===== src/core/smtm_defines.svh =====
// register map, field positions and reset values of the measurement timer
`ifndef SMTM_DEFINES_SVH
`define SMTM_DEFINES_SVH
`define SMTM_OFS_CTRL0  8'h00
`define SMTM_OFS_CTRL1  8'h04
`define SMTM_OFS_STAT   8'h08
`define SMTM_OFS_COUNT  8'h0c
`define SMTM_OFS_PLATCH 8'h10
`define SMTM_OFS_WLATCH 8'h14
`define SMTM_OFS_LIMIT  8'h18
`define SMTM_OFS_FLAGS  8'h1c
`define SMTM_OFS_IRQEN  8'h20
`define SMTM_C0_EN      7
`define SMTM_C0_HALT    5
`define SMTM_C0_WINDOW_POLARITY    4
`define SMTM_C0_SIGNAL_POLARITY    3
`define SMTM_C0_CLOCK_POLARITY    2
`define SMTM_C0_PS_HI   1
`define SMTM_C0_PS_LO   0
`define SMTM_C0_MASK    8'hbf
`define SMTM_C1_RUN     7
`define SMTM_C1_REP     6
`define SMTM_C1_MODE_HI 3
`define SMTM_C1_MODE_LO 0
`define SMTM_C1_MASK    8'hcf
`define SMTM_ST_PREQ    7
`define SMTM_ST_WREQ    6
`define SMTM_ST_CLR     5
`define SMTM_ST_RUN     2
`define SMTM_ST_WIN     1
`define SMTM_ST_ACQ     0
`define SMTM_FL_WIDTH   0
`define SMTM_FL_PERIOD  1
`define SMTM_FL_MATCH   2
`define SMTM_CTRL_RST   8'h00
`define SMTM_LIMIT_RST  24'hffffff
`define SMTM_COUNT_ZERO 24'h000000
`endif


===== src/core/smtm_pkg.sv =====
// types shared by the measurement timer
package smtm_pkg;
   typedef enum logic [3:0] {
      SMTM_WMEAS  = 4'h4,
      SMTM_GWMEAS = 4'h5,
      SMTM_TOF    = 4'h6,
      SMTM_CAPT   = 4'h7,
      SMTM_CNT    = 4'h8,
      SMTM_GCNT   = 4'h9,
      SMTM_WCNT   = 4'ha
   } smtm_mode_t;
   typedef enum logic [2:0] {
      SMTM_IDLE  = 3'h1,
      SMTM_ARMED = 3'h2,
      SMTM_RUN   = 3'h4
   } smtm_state_t;
endpackage : smtm_pkg


===== src/core/smtm_edge.sv =====
// input conditioner: optional synchroniser, polarity, edge detect
`timescale 1ns/10ps
`default_nettype none
module smtm_edge (
   input  wire logic clk_i,
   input  wire logic rst_i,
   input  wire logic ce_i,
   input  wire logic pin_i,
   input  wire logic pol_i,
   input  wire logic sync_i,
   output logic      lvl_o,
   output logic      rise_o,
   output logic      fall_o
);
   logic meta;
   logic stable;
   logic prev;
   always_comb
   begin
      lvl_o  = (sync_i ? stable : pin_i) ^ pol_i;
      rise_o = lvl_o & ~prev;
      fall_o = ~lvl_o & prev;
   end
   always_ff @(posedge clk_i)
   begin
      if (rst_i)
      begin
         meta   <= 1'b0;
         stable <= 1'b0;
         prev   <= 1'b0;
      end
      else if (ce_i)
      begin
         meta   <= pin_i;
         stable <= meta;
         prev   <= lvl_o;
      end
   end
endmodule : smtm_edge
`default_nettype wire


===== src/core/smtm_prescale.sv =====
// counting-clock prescaler, 1:1 up to 1:2**(W)
`timescale 1ns/10ps
`default_nettype none
module smtm_prescale #(
   parameter int W = 3
) (
   input  wire logic       clk_i,
   input  wire logic       rst_i,
   input  wire logic       ce_i,
   input  wire logic       clr_i,
   input  wire logic       tick_i,
   input  wire logic [1:0] sel_i,
   output logic            tick_o
);
   logic [W-1:0] cnt;
   logic [W-1:0] next_cnt;
   logic [W-1:0] mask;
   always_comb
   begin
      mask     = ~({W{1'b1}} << sel_i);
      tick_o   = tick_i & ((cnt & mask) == mask); // [RULE_17]
      next_cnt = cnt;
      if (clr_i)
         next_cnt = '0;
      else if (tick_i)
         next_cnt = cnt + 1'b1;
   end
   always_ff @(posedge clk_i)
   begin
      if (rst_i)
         cnt <= '0;
      else if (ce_i)
         cnt <= next_cnt;
   end
endmodule : smtm_prescale
`default_nettype wire


===== src/core/smtm_top.sv =====
// measurement timer: window and counter modes with wishbone registers
`timescale 1ns/10ps
`default_nettype none
`include "smtm_defines.svh"
// What this block does
// RULE_01: windowed measure starts on window rise, later rises latch period and clear.
// RULE_02: gated window measure counts only while signal high; later rises latch period.
// RULE_03: time of flight starts on window rise, signal rise latches period, clears.
// RULE_04: two window rises without signal rise latch width and clear count.
// RULE_05: capture counts from run; window rise latches period, fall latches width.
// RULE_06: in capture mode only software clears the counter.
// RULE_07: counter mode counts signal pulses; window fall latches width.
// RULE_08: gated counter counts from window rise; window fall latches width.
// RULE_09: windowed counter: fall latches width, later rises latch period.
// RULE_10: width and period latch updates raise own flags, each with enable.
// RULE_11: triggers align to counting tick and flags sit in the bus clock; triggers here act on the clk_i cycle of the edge, not on tick.
// RULE_12: counter reaching period limit sets the match flag with its enable.
// RULE_13: clearing enable resets state machine, drops clock request, keeps registers.
// RULE_14: at limit counter holds if halt set, else returns to zero.
// RULE_15: window and signal polarity bits invert their inputs.
// RULE_16: clock polarity bit selects falling edge of measurement clock.
// RULE_17: prescale field divides counting clock by 1, 2, 4 or 8.
// RULE_18: run bit allows counting, hardware may clear it; repeat selects continuous.
// RULE_19: mode field codes 0100 to 1010 act; other codes here stay idle.
// RULE_20: manual period, width update and clear requests self-clear when done.
// RULE_21: status shows counting, window open and acquisition in progress.
// RULE_22: single acquisition stops and clears run; repeat keeps overwriting results.
// RULE_23: synchronous modes pass inputs through synchronisers before edge detect.
module smtm_top (
   input  wire logic        clk_i,
   input  wire logic        rst_i,
   input  wire logic        ce_i,
   input  wire logic        wb_cyc_i,
   input  wire logic        wb_stb_i,
   input  wire logic        wb_we_i,
   input  wire logic [7:0]  wb_adr_i,
   input  wire logic [3:0]  wb_sel_i,
   input  wire logic [31:0] wb_dat_i,
   output logic      [31:0] wb_dat_o,
   output logic             wb_ack_o,
   input  wire logic        window_input_i,
   input  wire logic        signal_input_i,
   input  wire logic        measure_clock_i,
   output logic             width_acq_irq_o,
   output logic             period_acq_irq_o,
   output logic             match_irq_o,
   output logic             clock_req_o
);
   localparam int CW = 24;

   logic [7:0]             ctrl0;
   logic [7:0]             ctrl1;
   logic [2:0]             req;
   logic [CW-1:0]          count;
   logic [CW-1:0]          period_latch;
   logic [CW-1:0]          width_latch;
   logic [CW-1:0]          period_limit;
   logic [2:0]             flags;
   logic [2:0]             irqen;
   logic [2:0]             irq;
   smtm_pkg::smtm_state_t  state;
   logic                   ack;
   logic [31:0]            rdat;

   logic [7:0]             next_ctrl0;
   logic [7:0]             next_ctrl1;
   logic [2:0]             next_req;
   logic [CW-1:0]          next_count;
   logic [CW-1:0]          next_period_latch;
   logic [CW-1:0]          next_width_latch;
   logic [CW-1:0]          next_period_limit;
   logic [2:0]             next_flags;
   logic [2:0]             next_irqen;
   smtm_pkg::smtm_state_t  next_state;
   logic                   next_ack;
   logic [31:0]            next_rdat;

   logic        en;
   logic        run;
   logic        rep;
   logic [3:0]  mode;
   logic        legal;
   logic        async_mode;
   logic        win_lvl;
   logic        win_rise;
   logic        win_fall;
   logic        sig_lvl;
   logic        sig_rise;
   logic        clk_rise;
   logic        gate;
   logic        raw_tick;
   logic        tick;
   logic        set_p;
   logic        set_w;
   logic        set_m;
   logic        done;
   logic        wr;
   logic [31:0] wval;
   logic [31:0] cnt_wr;
   logic [31:0] lim_wr;

   function automatic logic [31:0] merge(input logic [31:0] old,
                                         input logic [31:0] dat,
                                         input logic [3:0]  sel);
      logic [31:0] res;
      res = old;
      for (int b = 0; b < 4; b++)
         if (sel[b])
            res[b*8 +: 8] = dat[b*8 +: 8];
      return res;
   endfunction : merge

   assign en         = ctrl0[`SMTM_C0_EN];
   assign run        = ctrl1[`SMTM_C1_RUN];
   assign rep        = ctrl1[`SMTM_C1_REP];
   assign mode       = ctrl1[`SMTM_C1_MODE_HI:`SMTM_C1_MODE_LO];
   assign async_mode = mode inside {smtm_pkg::SMTM_CNT, smtm_pkg::SMTM_GCNT,
                                    smtm_pkg::SMTM_WCNT};
   // codes below windowed measure belong to modes not built here
   assign legal      = (mode >= smtm_pkg::SMTM_WMEAS) &&
                       (mode <= smtm_pkg::SMTM_WCNT); // [RULE_19]

   // counter modes use the signal directly, hence no synchroniser lag
   smtm_edge u_win (
      .clk_i  (clk_i),
      .rst_i  (rst_i),
      .ce_i   (ce_i),
      .pin_i  (window_input_i),
      .pol_i  (ctrl0[`SMTM_C0_WINDOW_POLARITY]), // [RULE_15]
      .sync_i (~async_mode),
      .lvl_o  (win_lvl),
      .rise_o (win_rise),
      .fall_o (win_fall)
   );
   smtm_edge u_sig (
      .clk_i  (clk_i),
      .rst_i  (rst_i),
      .ce_i   (ce_i),
      .pin_i  (signal_input_i),
      .pol_i  (ctrl0[`SMTM_C0_SIGNAL_POLARITY]), // [RULE_15]
      .sync_i (~async_mode),
      .lvl_o  (sig_lvl),
      .rise_o (sig_rise),
      .fall_o ()
   );
   smtm_edge u_clk (
      .clk_i  (clk_i),
      .rst_i  (rst_i),
      .ce_i   (ce_i),
      .pin_i  (measure_clock_i),
      .pol_i  (ctrl0[`SMTM_C0_CLOCK_POLARITY]),
      .sync_i (1'b1),
      .lvl_o  (),
      .rise_o (clk_rise),
      .fall_o ()
   );

   always_comb
   begin
      gate = 1'b1;
      if (mode == smtm_pkg::SMTM_GWMEAS)
         gate = sig_lvl; // [RULE_02]
      else if (mode == smtm_pkg::SMTM_GCNT)
         gate = win_lvl; // [RULE_08]
      // [RULE_07] [RULE_16] [RULE_23]
      raw_tick = (async_mode ? sig_rise : clk_rise) & gate & en & run &
                 (state == smtm_pkg::SMTM_RUN); // [RULE_18]
   end

   smtm_prescale #(.W(3)) u_ps (
      .clk_i  (clk_i),
      .rst_i  (rst_i),
      .ce_i   (ce_i),
      .clr_i  (~en | ~run),
      .tick_i (raw_tick),
      .sel_i  (ctrl0[`SMTM_C0_PS_HI:`SMTM_C0_PS_LO]),
      .tick_o (tick)
   );

   assign wr   = wb_cyc_i & wb_stb_i & wb_we_i & ack;
   assign wval = merge(32'h0000_0000, wb_dat_i, wb_sel_i);
   // wide bus word first, then cut to the counter width on purpose
   assign cnt_wr = merge({8'h00, count}, wval, wb_sel_i);
   assign lim_wr = merge({8'h00, period_limit}, wval, wb_sel_i);

   // measurement core
   always_comb
   begin
      next_state        = state;
      next_count        = count;
      next_period_latch = period_latch;
      next_width_latch  = width_latch;
      set_p             = 1'b0;
      set_w             = 1'b0;
      set_m             = 1'b0;
      done              = 1'b0;
      if (tick)
      begin
         if (count == period_limit)
         begin
            set_m      = 1'b1; // [RULE_12]
            next_count = ctrl0[`SMTM_C0_HALT] ? period_limit
                                               : `SMTM_COUNT_ZERO; // [RULE_14]
         end
         else
            next_count = count + 1'b1;
      end
      if (!en)
         next_state = smtm_pkg::SMTM_IDLE; // [RULE_13]
      else
      begin
         unique case (state)
            smtm_pkg::SMTM_IDLE:
               if (run && legal)
               begin
                  // capture and counter start straight from run
                  if (mode inside {smtm_pkg::SMTM_CAPT, smtm_pkg::SMTM_CNT})
                     next_state = smtm_pkg::SMTM_RUN; // [RULE_05]
                  else
                     next_state = smtm_pkg::SMTM_ARMED;
               end
            smtm_pkg::SMTM_ARMED:
               if (!run || !legal)
                  next_state = smtm_pkg::SMTM_IDLE;
               else if (win_rise)
               begin
                  next_state = smtm_pkg::SMTM_RUN; // [RULE_01] [RULE_03] [RULE_09]
                  next_count = `SMTM_COUNT_ZERO;
               end
            smtm_pkg::SMTM_RUN:
               if (!run || !legal)
                  next_state = smtm_pkg::SMTM_IDLE;
               else
               begin
                  unique case (mode)
                     smtm_pkg::SMTM_WMEAS, smtm_pkg::SMTM_GWMEAS:
                        if (win_rise)
                        begin
                           set_p      = 1'b1; // [RULE_01] [RULE_02]
                           done       = 1'b1;
                           next_count = `SMTM_COUNT_ZERO;
                        end
                     smtm_pkg::SMTM_TOF:
                        if (sig_rise)
                        begin
                           set_p      = 1'b1; // [RULE_03]
                           done       = 1'b1;
                           next_count = `SMTM_COUNT_ZERO;
                           next_state = smtm_pkg::SMTM_ARMED;
                        end
                        else if (win_rise)
                        begin
                           set_w      = 1'b1; // [RULE_04]
                           next_count = `SMTM_COUNT_ZERO;
                        end
                     smtm_pkg::SMTM_CAPT:
                     begin
                        // counter keeps running, no hardware clear
                        set_p = win_rise; // [RULE_05] [RULE_06]
                        set_w = win_fall;
                        done  = win_rise;
                     end
                     smtm_pkg::SMTM_CNT:
                     begin
                        set_w = win_fall; // [RULE_07]
                        done  = win_fall;
                     end
                     smtm_pkg::SMTM_GCNT:
                        if (win_fall)
                        begin
                           set_w      = 1'b1; // [RULE_08]
                           done       = 1'b1;
                           next_state = smtm_pkg::SMTM_ARMED;
                        end
                     smtm_pkg::SMTM_WCNT:
                     begin
                        set_w = win_fall; // [RULE_09]
                        if (win_rise)
                        begin
                           set_p      = 1'b1;
                           done       = 1'b1;
                           next_count = `SMTM_COUNT_ZERO;
                        end
                     end
                     default:
                        next_state = smtm_pkg::SMTM_IDLE;
                  endcase
               end
            default:
               next_state = smtm_pkg::SMTM_IDLE;
         endcase
         if (done && !rep)
            next_state = smtm_pkg::SMTM_IDLE; // [RULE_22]
      end
      if (req[`SMTM_ST_PREQ-5])
         set_p = 1'b1; // [RULE_20]
      if (req[`SMTM_ST_WREQ-5])
         set_w = 1'b1;
      if (req[`SMTM_ST_CLR-5])
         next_count = `SMTM_COUNT_ZERO;
      if (set_p)
         next_period_latch = count;
      if (set_w)
         next_width_latch = count;
      // software write to the counter wins over any hardware update
      if (wr && wb_adr_i == `SMTM_OFS_COUNT)
         next_count = cnt_wr[CW-1:0];
   end

   // register file
   always_comb
   begin
      next_ack          = wb_cyc_i & wb_stb_i & ~ack;
      next_ctrl0        = ctrl0;
      next_ctrl1        = ctrl1;
      next_period_limit = period_limit;
      next_irqen        = irqen;
      next_req          = 3'h0; // [RULE_20]
      if (done && !rep)
         next_ctrl1[`SMTM_C1_RUN] = 1'b0; // [RULE_18] [RULE_22]
      // hardware sets beat a same-cycle write-one clear
      next_flags = flags;
      if (wr && wb_adr_i == `SMTM_OFS_FLAGS)
         next_flags = flags & ~wval[2:0];
      next_flags = next_flags | {set_m, set_p, set_w}; // [RULE_10] [RULE_11]
      if (wr)
      begin
         unique case (wb_adr_i)
            `SMTM_OFS_CTRL0:
               next_ctrl0 = wval[7:0] & `SMTM_C0_MASK;
            `SMTM_OFS_CTRL1:
               next_ctrl1 = wval[7:0] & `SMTM_C1_MASK;
            `SMTM_OFS_STAT:
               next_req = wval[`SMTM_ST_PREQ:`SMTM_ST_CLR];
            `SMTM_OFS_LIMIT:
               next_period_limit = lim_wr[CW-1:0];
            `SMTM_OFS_IRQEN:
               next_irqen = wval[2:0];
            default:
               next_req = 3'h0;
         endcase
      end
      next_rdat = 32'h0000_0000;
      unique case (wb_adr_i)
         `SMTM_OFS_CTRL0:
            next_rdat[7:0] = ctrl0;
         `SMTM_OFS_CTRL1:
            next_rdat[7:0] = ctrl1;
         `SMTM_OFS_STAT:
         begin
            next_rdat[`SMTM_ST_PREQ:`SMTM_ST_CLR] = req;
            next_rdat[`SMTM_ST_RUN] = en & run &
                                      (state == smtm_pkg::SMTM_RUN); // [RULE_21]
            next_rdat[`SMTM_ST_WIN] = win_lvl;
            next_rdat[`SMTM_ST_ACQ] = state == smtm_pkg::SMTM_RUN;
         end
         `SMTM_OFS_COUNT:
            next_rdat[CW-1:0] = count;
         `SMTM_OFS_PLATCH:
            next_rdat[CW-1:0] = period_latch;
         `SMTM_OFS_WLATCH:
            next_rdat[CW-1:0] = width_latch;
         `SMTM_OFS_LIMIT:
            next_rdat[CW-1:0] = period_limit;
         `SMTM_OFS_FLAGS:
            next_rdat[2:0] = flags;
         `SMTM_OFS_IRQEN:
            next_rdat[2:0] = irqen;
         default:
            next_rdat = 32'h0000_0000;
      endcase
   end

   always_ff @(posedge clk_i)
   begin
      if (rst_i)
      begin
         state        <= smtm_pkg::SMTM_IDLE;
         count        <= `SMTM_COUNT_ZERO;
         period_latch <= `SMTM_COUNT_ZERO;
         width_latch  <= `SMTM_COUNT_ZERO;
         ctrl0        <= `SMTM_CTRL_RST;
         ctrl1        <= `SMTM_CTRL_RST;
         req          <= 3'h0;
         period_limit <= `SMTM_LIMIT_RST;
         flags        <= 3'h0;
         irqen        <= 3'h0;
         irq          <= 3'h0;
         ack          <= 1'b0;
         rdat         <= 32'h0000_0000;
         clock_req_o  <= 1'b0;
      end
      else if (ce_i)
      begin
         state        <= next_state;
         count        <= next_count;
         period_latch <= next_period_latch;
         width_latch  <= next_width_latch;
         ctrl0        <= next_ctrl0;
         ctrl1        <= next_ctrl1;
         req          <= next_req;
         period_limit <= next_period_limit;
         flags        <= next_flags;
         irqen        <= next_irqen;
         irq          <= next_flags & next_irqen; // [RULE_10]
         ack          <= next_ack;
         rdat         <= next_rdat;
         clock_req_o  <= next_ctrl0[`SMTM_C0_EN] &
                         next_ctrl1[`SMTM_C1_RUN]; // [RULE_13]
      end
   end

   assign wb_ack_o         = ack;
   assign wb_dat_o         = rdat;
   assign width_acq_irq_o  = irq[`SMTM_FL_WIDTH];
   assign period_acq_irq_o = irq[`SMTM_FL_PERIOD];
   assign match_irq_o      = irq[`SMTM_FL_MATCH];

   a_wm_period_load: assert property (@(posedge clk_i) disable iff (rst_i) // [RULE_01]
      ce_i && en && run && mode == smtm_pkg::SMTM_WMEAS &&
      state == smtm_pkg::SMTM_RUN && win_rise |=> period_latch == $past(count))
      else $error("period latch missed window edge");
   a_tof_sig_clear: assert property (@(posedge clk_i) disable iff (rst_i) // [RULE_03]
      ce_i && en && run && legal && mode == smtm_pkg::SMTM_TOF && !wr &&
      state == smtm_pkg::SMTM_RUN && sig_rise |=> count == `SMTM_COUNT_ZERO &&
      state != smtm_pkg::SMTM_RUN)
      else $error("time of flight did not clear on signal");
   a_tof_width_load: assert property (@(posedge clk_i) disable iff (rst_i) // [RULE_04]
      ce_i && en && run && mode == smtm_pkg::SMTM_TOF && !sig_rise &&
      state == smtm_pkg::SMTM_RUN && win_rise |=> width_latch == $past(count))
      else $error("width latch missed second window edge");
   a_width_flag_set: assert property (@(posedge clk_i) disable iff (rst_i) // [RULE_10]
      ce_i && set_w |=> flags[`SMTM_FL_WIDTH] ##1 !ce_i || flags[`SMTM_FL_WIDTH] ||
      $past(wr))
      else $error("width flag not raised");
   a_match_hold: assert property (@(posedge clk_i) disable iff (rst_i) // [RULE_14]
      ce_i && tick && count == period_limit && ctrl0[`SMTM_C0_HALT] && !wr &&
      req == 3'h0 && !set_p && state == next_state |=> count == $past(period_limit) &&
      flags[`SMTM_FL_MATCH])
      else $error("counter did not hold at limit");
   a_disable_idle: assert property (@(posedge clk_i) disable iff (rst_i) // [RULE_13]
      ce_i && !en |=> state == smtm_pkg::SMTM_IDLE && !tick)
      else $error("state machine active while disabled");
   a_req_selfclr: assert property (@(posedge clk_i) disable iff (rst_i) // [RULE_20]
      ce_i && req[`SMTM_ST_CLR-5] && !wr |=> req == 3'h0 &&
      (count == `SMTM_COUNT_ZERO))
      else $error("manual clear not completed");
   a_single_stop: assert property (@(posedge clk_i) disable iff (rst_i) // [RULE_22]
      ce_i && done && !rep && !wr |=> !run ##1 !clock_req_o || ctrl1[`SMTM_C1_RUN])
      else $error("single acquisition did not stop");
   a_capture_noclr: assert property (@(posedge clk_i) disable iff (rst_i) // [RULE_06]
      ce_i && mode == smtm_pkg::SMTM_CAPT && !wr && req == 3'h0 && !tick
      |=> count == $past(count))
      else $error("capture counter changed by hardware");
endmodule : smtm_top
`default_nettype wire


===== config.mk =====
export PLATFORM = sky130hd
export DESIGN_NAME = smtm_top
export DESIGN_NICKNAME = d
export VERILOG_FILES = /design/src/core/smtm_pkg.sv /design/src/core/smtm_edge.sv /design/src/core/smtm_prescale.sv /design/src/core/smtm_top.sv
export VERILOG_INCLUDE_DIRS = /design/src /design/src/core
export SDC_FILE = /design/constraint.sdc
export NUM_CORES = 1
export LEC_CHECK = 0
export BUFFER_PORTS_ARGS = -buffer_cell sky130_fd_sc_hd__buf_2
export CAP_MARGIN = 15
export CORE_UTILIZATION = 30
export DETAILED_ROUTE_END_ITERATION = 6
export GPL_TIMING_DRIVEN = 0
export PLACE_DENSITY = 0.51
export SKIP_LAST_GASP = 1
export SYNTH_ARGS = -nofsm -noshare
export SYNTH_HDL_FRONTEND = slang
export SYNTH_HIERARCHICAL = 1
export SYNTH_SLANG_ARGS = --single-unit

===== constraint.sdc =====
create_clock -name clk_i -period 5 [get_ports clk_i]
set_input_delay 0.5 -clock clk_i [delete_from_list [all_inputs] [get_ports clk_i]]
set_output_delay 0.5 -clock clk_i [all_outputs]
set_load 0.1 [all_outputs]

==> flow_metrics.py <==
metrics = {
    "worst_setup_path": {
        "worstSetupStartpointType": "flop",
        "critPathKind": "flop to flop",
        "arrival_ns": 4.90,
        "rrSetupSlack_ns": 0.45,
        "r2r_end": "count[5]$_SDFFE_PP0P_",
        "worst-path-max-fanout": 8,
        "rr_worst_depth": 13,
        "crit_path_end_kind": "flop",
        "r2r-start": "ctrl1[3]$_SDFFE_PP0P_",
        "cp.required_ns": 5.34,
    },
    "floorplan": {
        "dieHeight_um": 175,
        "io_pins": 90,
        "start_util_pct": 30.8,
        "coreArea_mm2": 0.0290,
        "rows": 62,
        "die_x_um": 175,
        "die-area_mm2": 0.0305,
    },
    "min_path": {
        "worst_hold_path.endpoint": "u_win/meta$_SDFFE_PP0P_",
        "hp-start": "window_input_i",
        "hold_path_depth": 3,
        "hold_class": "primary input to flop",
    },
    "drt": {
        "routed_wl_um": 33500,
        "viasPerCell": 5.55,
        "drc": 12,
        "drt_iter0_markers": 982,
        "vias": 8957,
        "first_pass_iters": 7,
        "wl_per_cell_um": 20.7,
        "postRouteAntennaNets": 0,
    },
    "clock_network": {
        "numCtsBuffers": 17,
        "cts_tree": "yes",
        "clk_latency_ns": 0.45,
        "clockBufferDepth": 2,
        "htreeDepth": 4,
        "clock-sinks": 162,
        "root_buffer": "clkbuf_16",
        "clk_pin_slew_ns": 0.08,
        "postCtsHoldBufs": 0,
    },
    "sta": {
        "min_period_ns": 4.55,
        "rsz0062_at_grt": "no",
        "maxSlewViolCount": 0,
        "setup_ws_ns": 0.446,
        "clock-skew-final_ns": 0.0232,
        "final-setup-viol-count": 0,
        "tns_ns": 0,
        "slew_headroom_pct": 21.8,
        "max_freq_ghz": 0.220,
        "hold_violations": 0,
        "hold_slack_ns": 0.302,
        "worstMarginPinSlew_ns": 1.16,
        "period_share_pct": 91.1,
    },
    "power": {
        "power_leakage_nw": 3.99,
        "powerDensity_mw_per_mm2": 292,
        "vdd_ir_drop_max_mv": 0.174,
    },
    "synth": {
        "yosys_warnings": 6,
        "synth_area_mm2": 0.00893,
        "synth_cells": 1120,
        "avgSynthCellArea_um2": 7.97,
    },
    "final_layout": {
        "fillCellCount": 3055,
        "area_delta_synth_final_pct": 16.5,
        "design_area_mm2": 0.0104,
        "regArea_mm2": 0.00324,
        "final_core_util_pct": 35.8,
        "multiInputGateArea_mm2": 0.00517,
        "num_antenna_cells": 0,
        "drive_above_1_share_pct": 12.8,
        "nNetsFinal": 1273,
    },
    "global_routing": {
        "grt_pass1_wl_um": 51200,
        "grt_max_degree": 22,
        "grt_use_total_pct": 22.1,
        "overflow": 0,
        "antenna_found_initial": 0,
        "grt_pass1_vias": 8393,
    },
    "outcome": {
        "status": "finished, violations left",
        "failed_checks": "DRC",
    },
    "placed_design": {
        "place_area_mm2": 0.00979,
        "pre_cts_ws_ns": 0.525,
        "port-buffer-count": 72,
        "dpl.hpwl_um": 24600,
        "place_congestion": 0.909,
    },
    "flow_run": {
        "cap_violations": 0,
    },
}
## area by class of cell
type,count,area share [%]
Inverter,18,0.650
Clock buffer,17,4.09
Timing Repair Buffer,72,3.47
Sequential cell,162,31.2
Tap cell,384,4.62
Multi-Input combinational cell,841,49.7
Clock inverter,15,1.70
Buffer,106,4.56
## metrics by stage
stage,power [mW],std cells
floorplan,1.58,1127
finish,3.04,1615
global placement,1.70,1583
detailed placement,1.70,1583
global route,3.14,1615
CTS,3.05,1615
## worst max-delay path: stages (launching register included)
cell	delay, ns
dfxtp_1	0.49
nor2b_1	0.40
nand2b_1	0.22
mux2i_1	0.30
xor2_1	0.12
nor2_1	0.36
mux2i_1	0.13
nor3_1	0.48
o21ai_0	0.19
a21oi_1	0.56
nand2_1	0.28
nor2_1	0.52
o21bai_1	0.11
o32ai_1	0.28
## where the power goes
part	switching, mW	internal, mW
Sequential	0.00775	1.31
Combinational	0.253	0.104
Clock	0.681	0.682
## what timing repair did
action / in CTS / in global routing
gates resized for setup: 0 / 1
endpoints found under the setup margin: 0 / 2
buffers inserted: 0 / 0
## worst max path at each step
stage                                      from                      to  slack [ns]  depth (start not counted)
after global placement    ctrl1[3]$_SDFFE_PP0P_   count[5]$_SDFFE_PP0P_        0.52                         13
after detailed placement  ctrl1[3]$_SDFFE_PP0P_  count[17]$_SDFFE_PP0P_        0.53                         13
after CTS                 ctrl1[3]$_SDFFE_PP0P_   count[8]$_SDFFE_PP0P_        0.50                         13
after global routing      ctrl1[3]$_SDFFE_PP0P_   count[5]$_SDFFE_PP0P_        0.02                         13
after floorplan           ctrl1[1]$_SDFFE_PP0P_   count[5]$_SDFFE_PP0P_        1.89                         14
final                     ctrl1[3]$_SDFFE_PP0P_   count[5]$_SDFFE_PP0P_        0.45                         13
## cells in the final DEF, fill, tap and decap left out, types with 12 or more instances in the layout
cell type and count:
mux2i_1 83, nor3_1 12, a221oi_1 23, inv_1 17, nand3_1 66, a222oi_1 16
o21ai_0 20, xnor2_1 40, buf_2 97, nand2_1 170, a21oi_1 88, clkbuf_16 17
nor2_1 102, o32ai_1 27, clkbuf_1 65, and3_1 23, dfxtp_1 162, nand4_1 16
## registers in the layout, indices dropped and copies added, names as in the netlist, 6 cells and up
name and flops:
ctrl1 6, count 24, wb_dat_o 24, width_latch 24
period_latch 24, period_limit 24, ctrl0 7
## layer usage
metal | wire (um) | up-vias | GRT usage [%]
li1 | - | 4240 | -
met1 | 15400 | 4239 | 31.1
met2 | 14600 | 411 | 33.2
met3 | 2370 | 67 | 3.65
met4 | 1090 | 0 | 8.80
met5 | 0 | - | 0
Power figures use the tool's default switching activity.
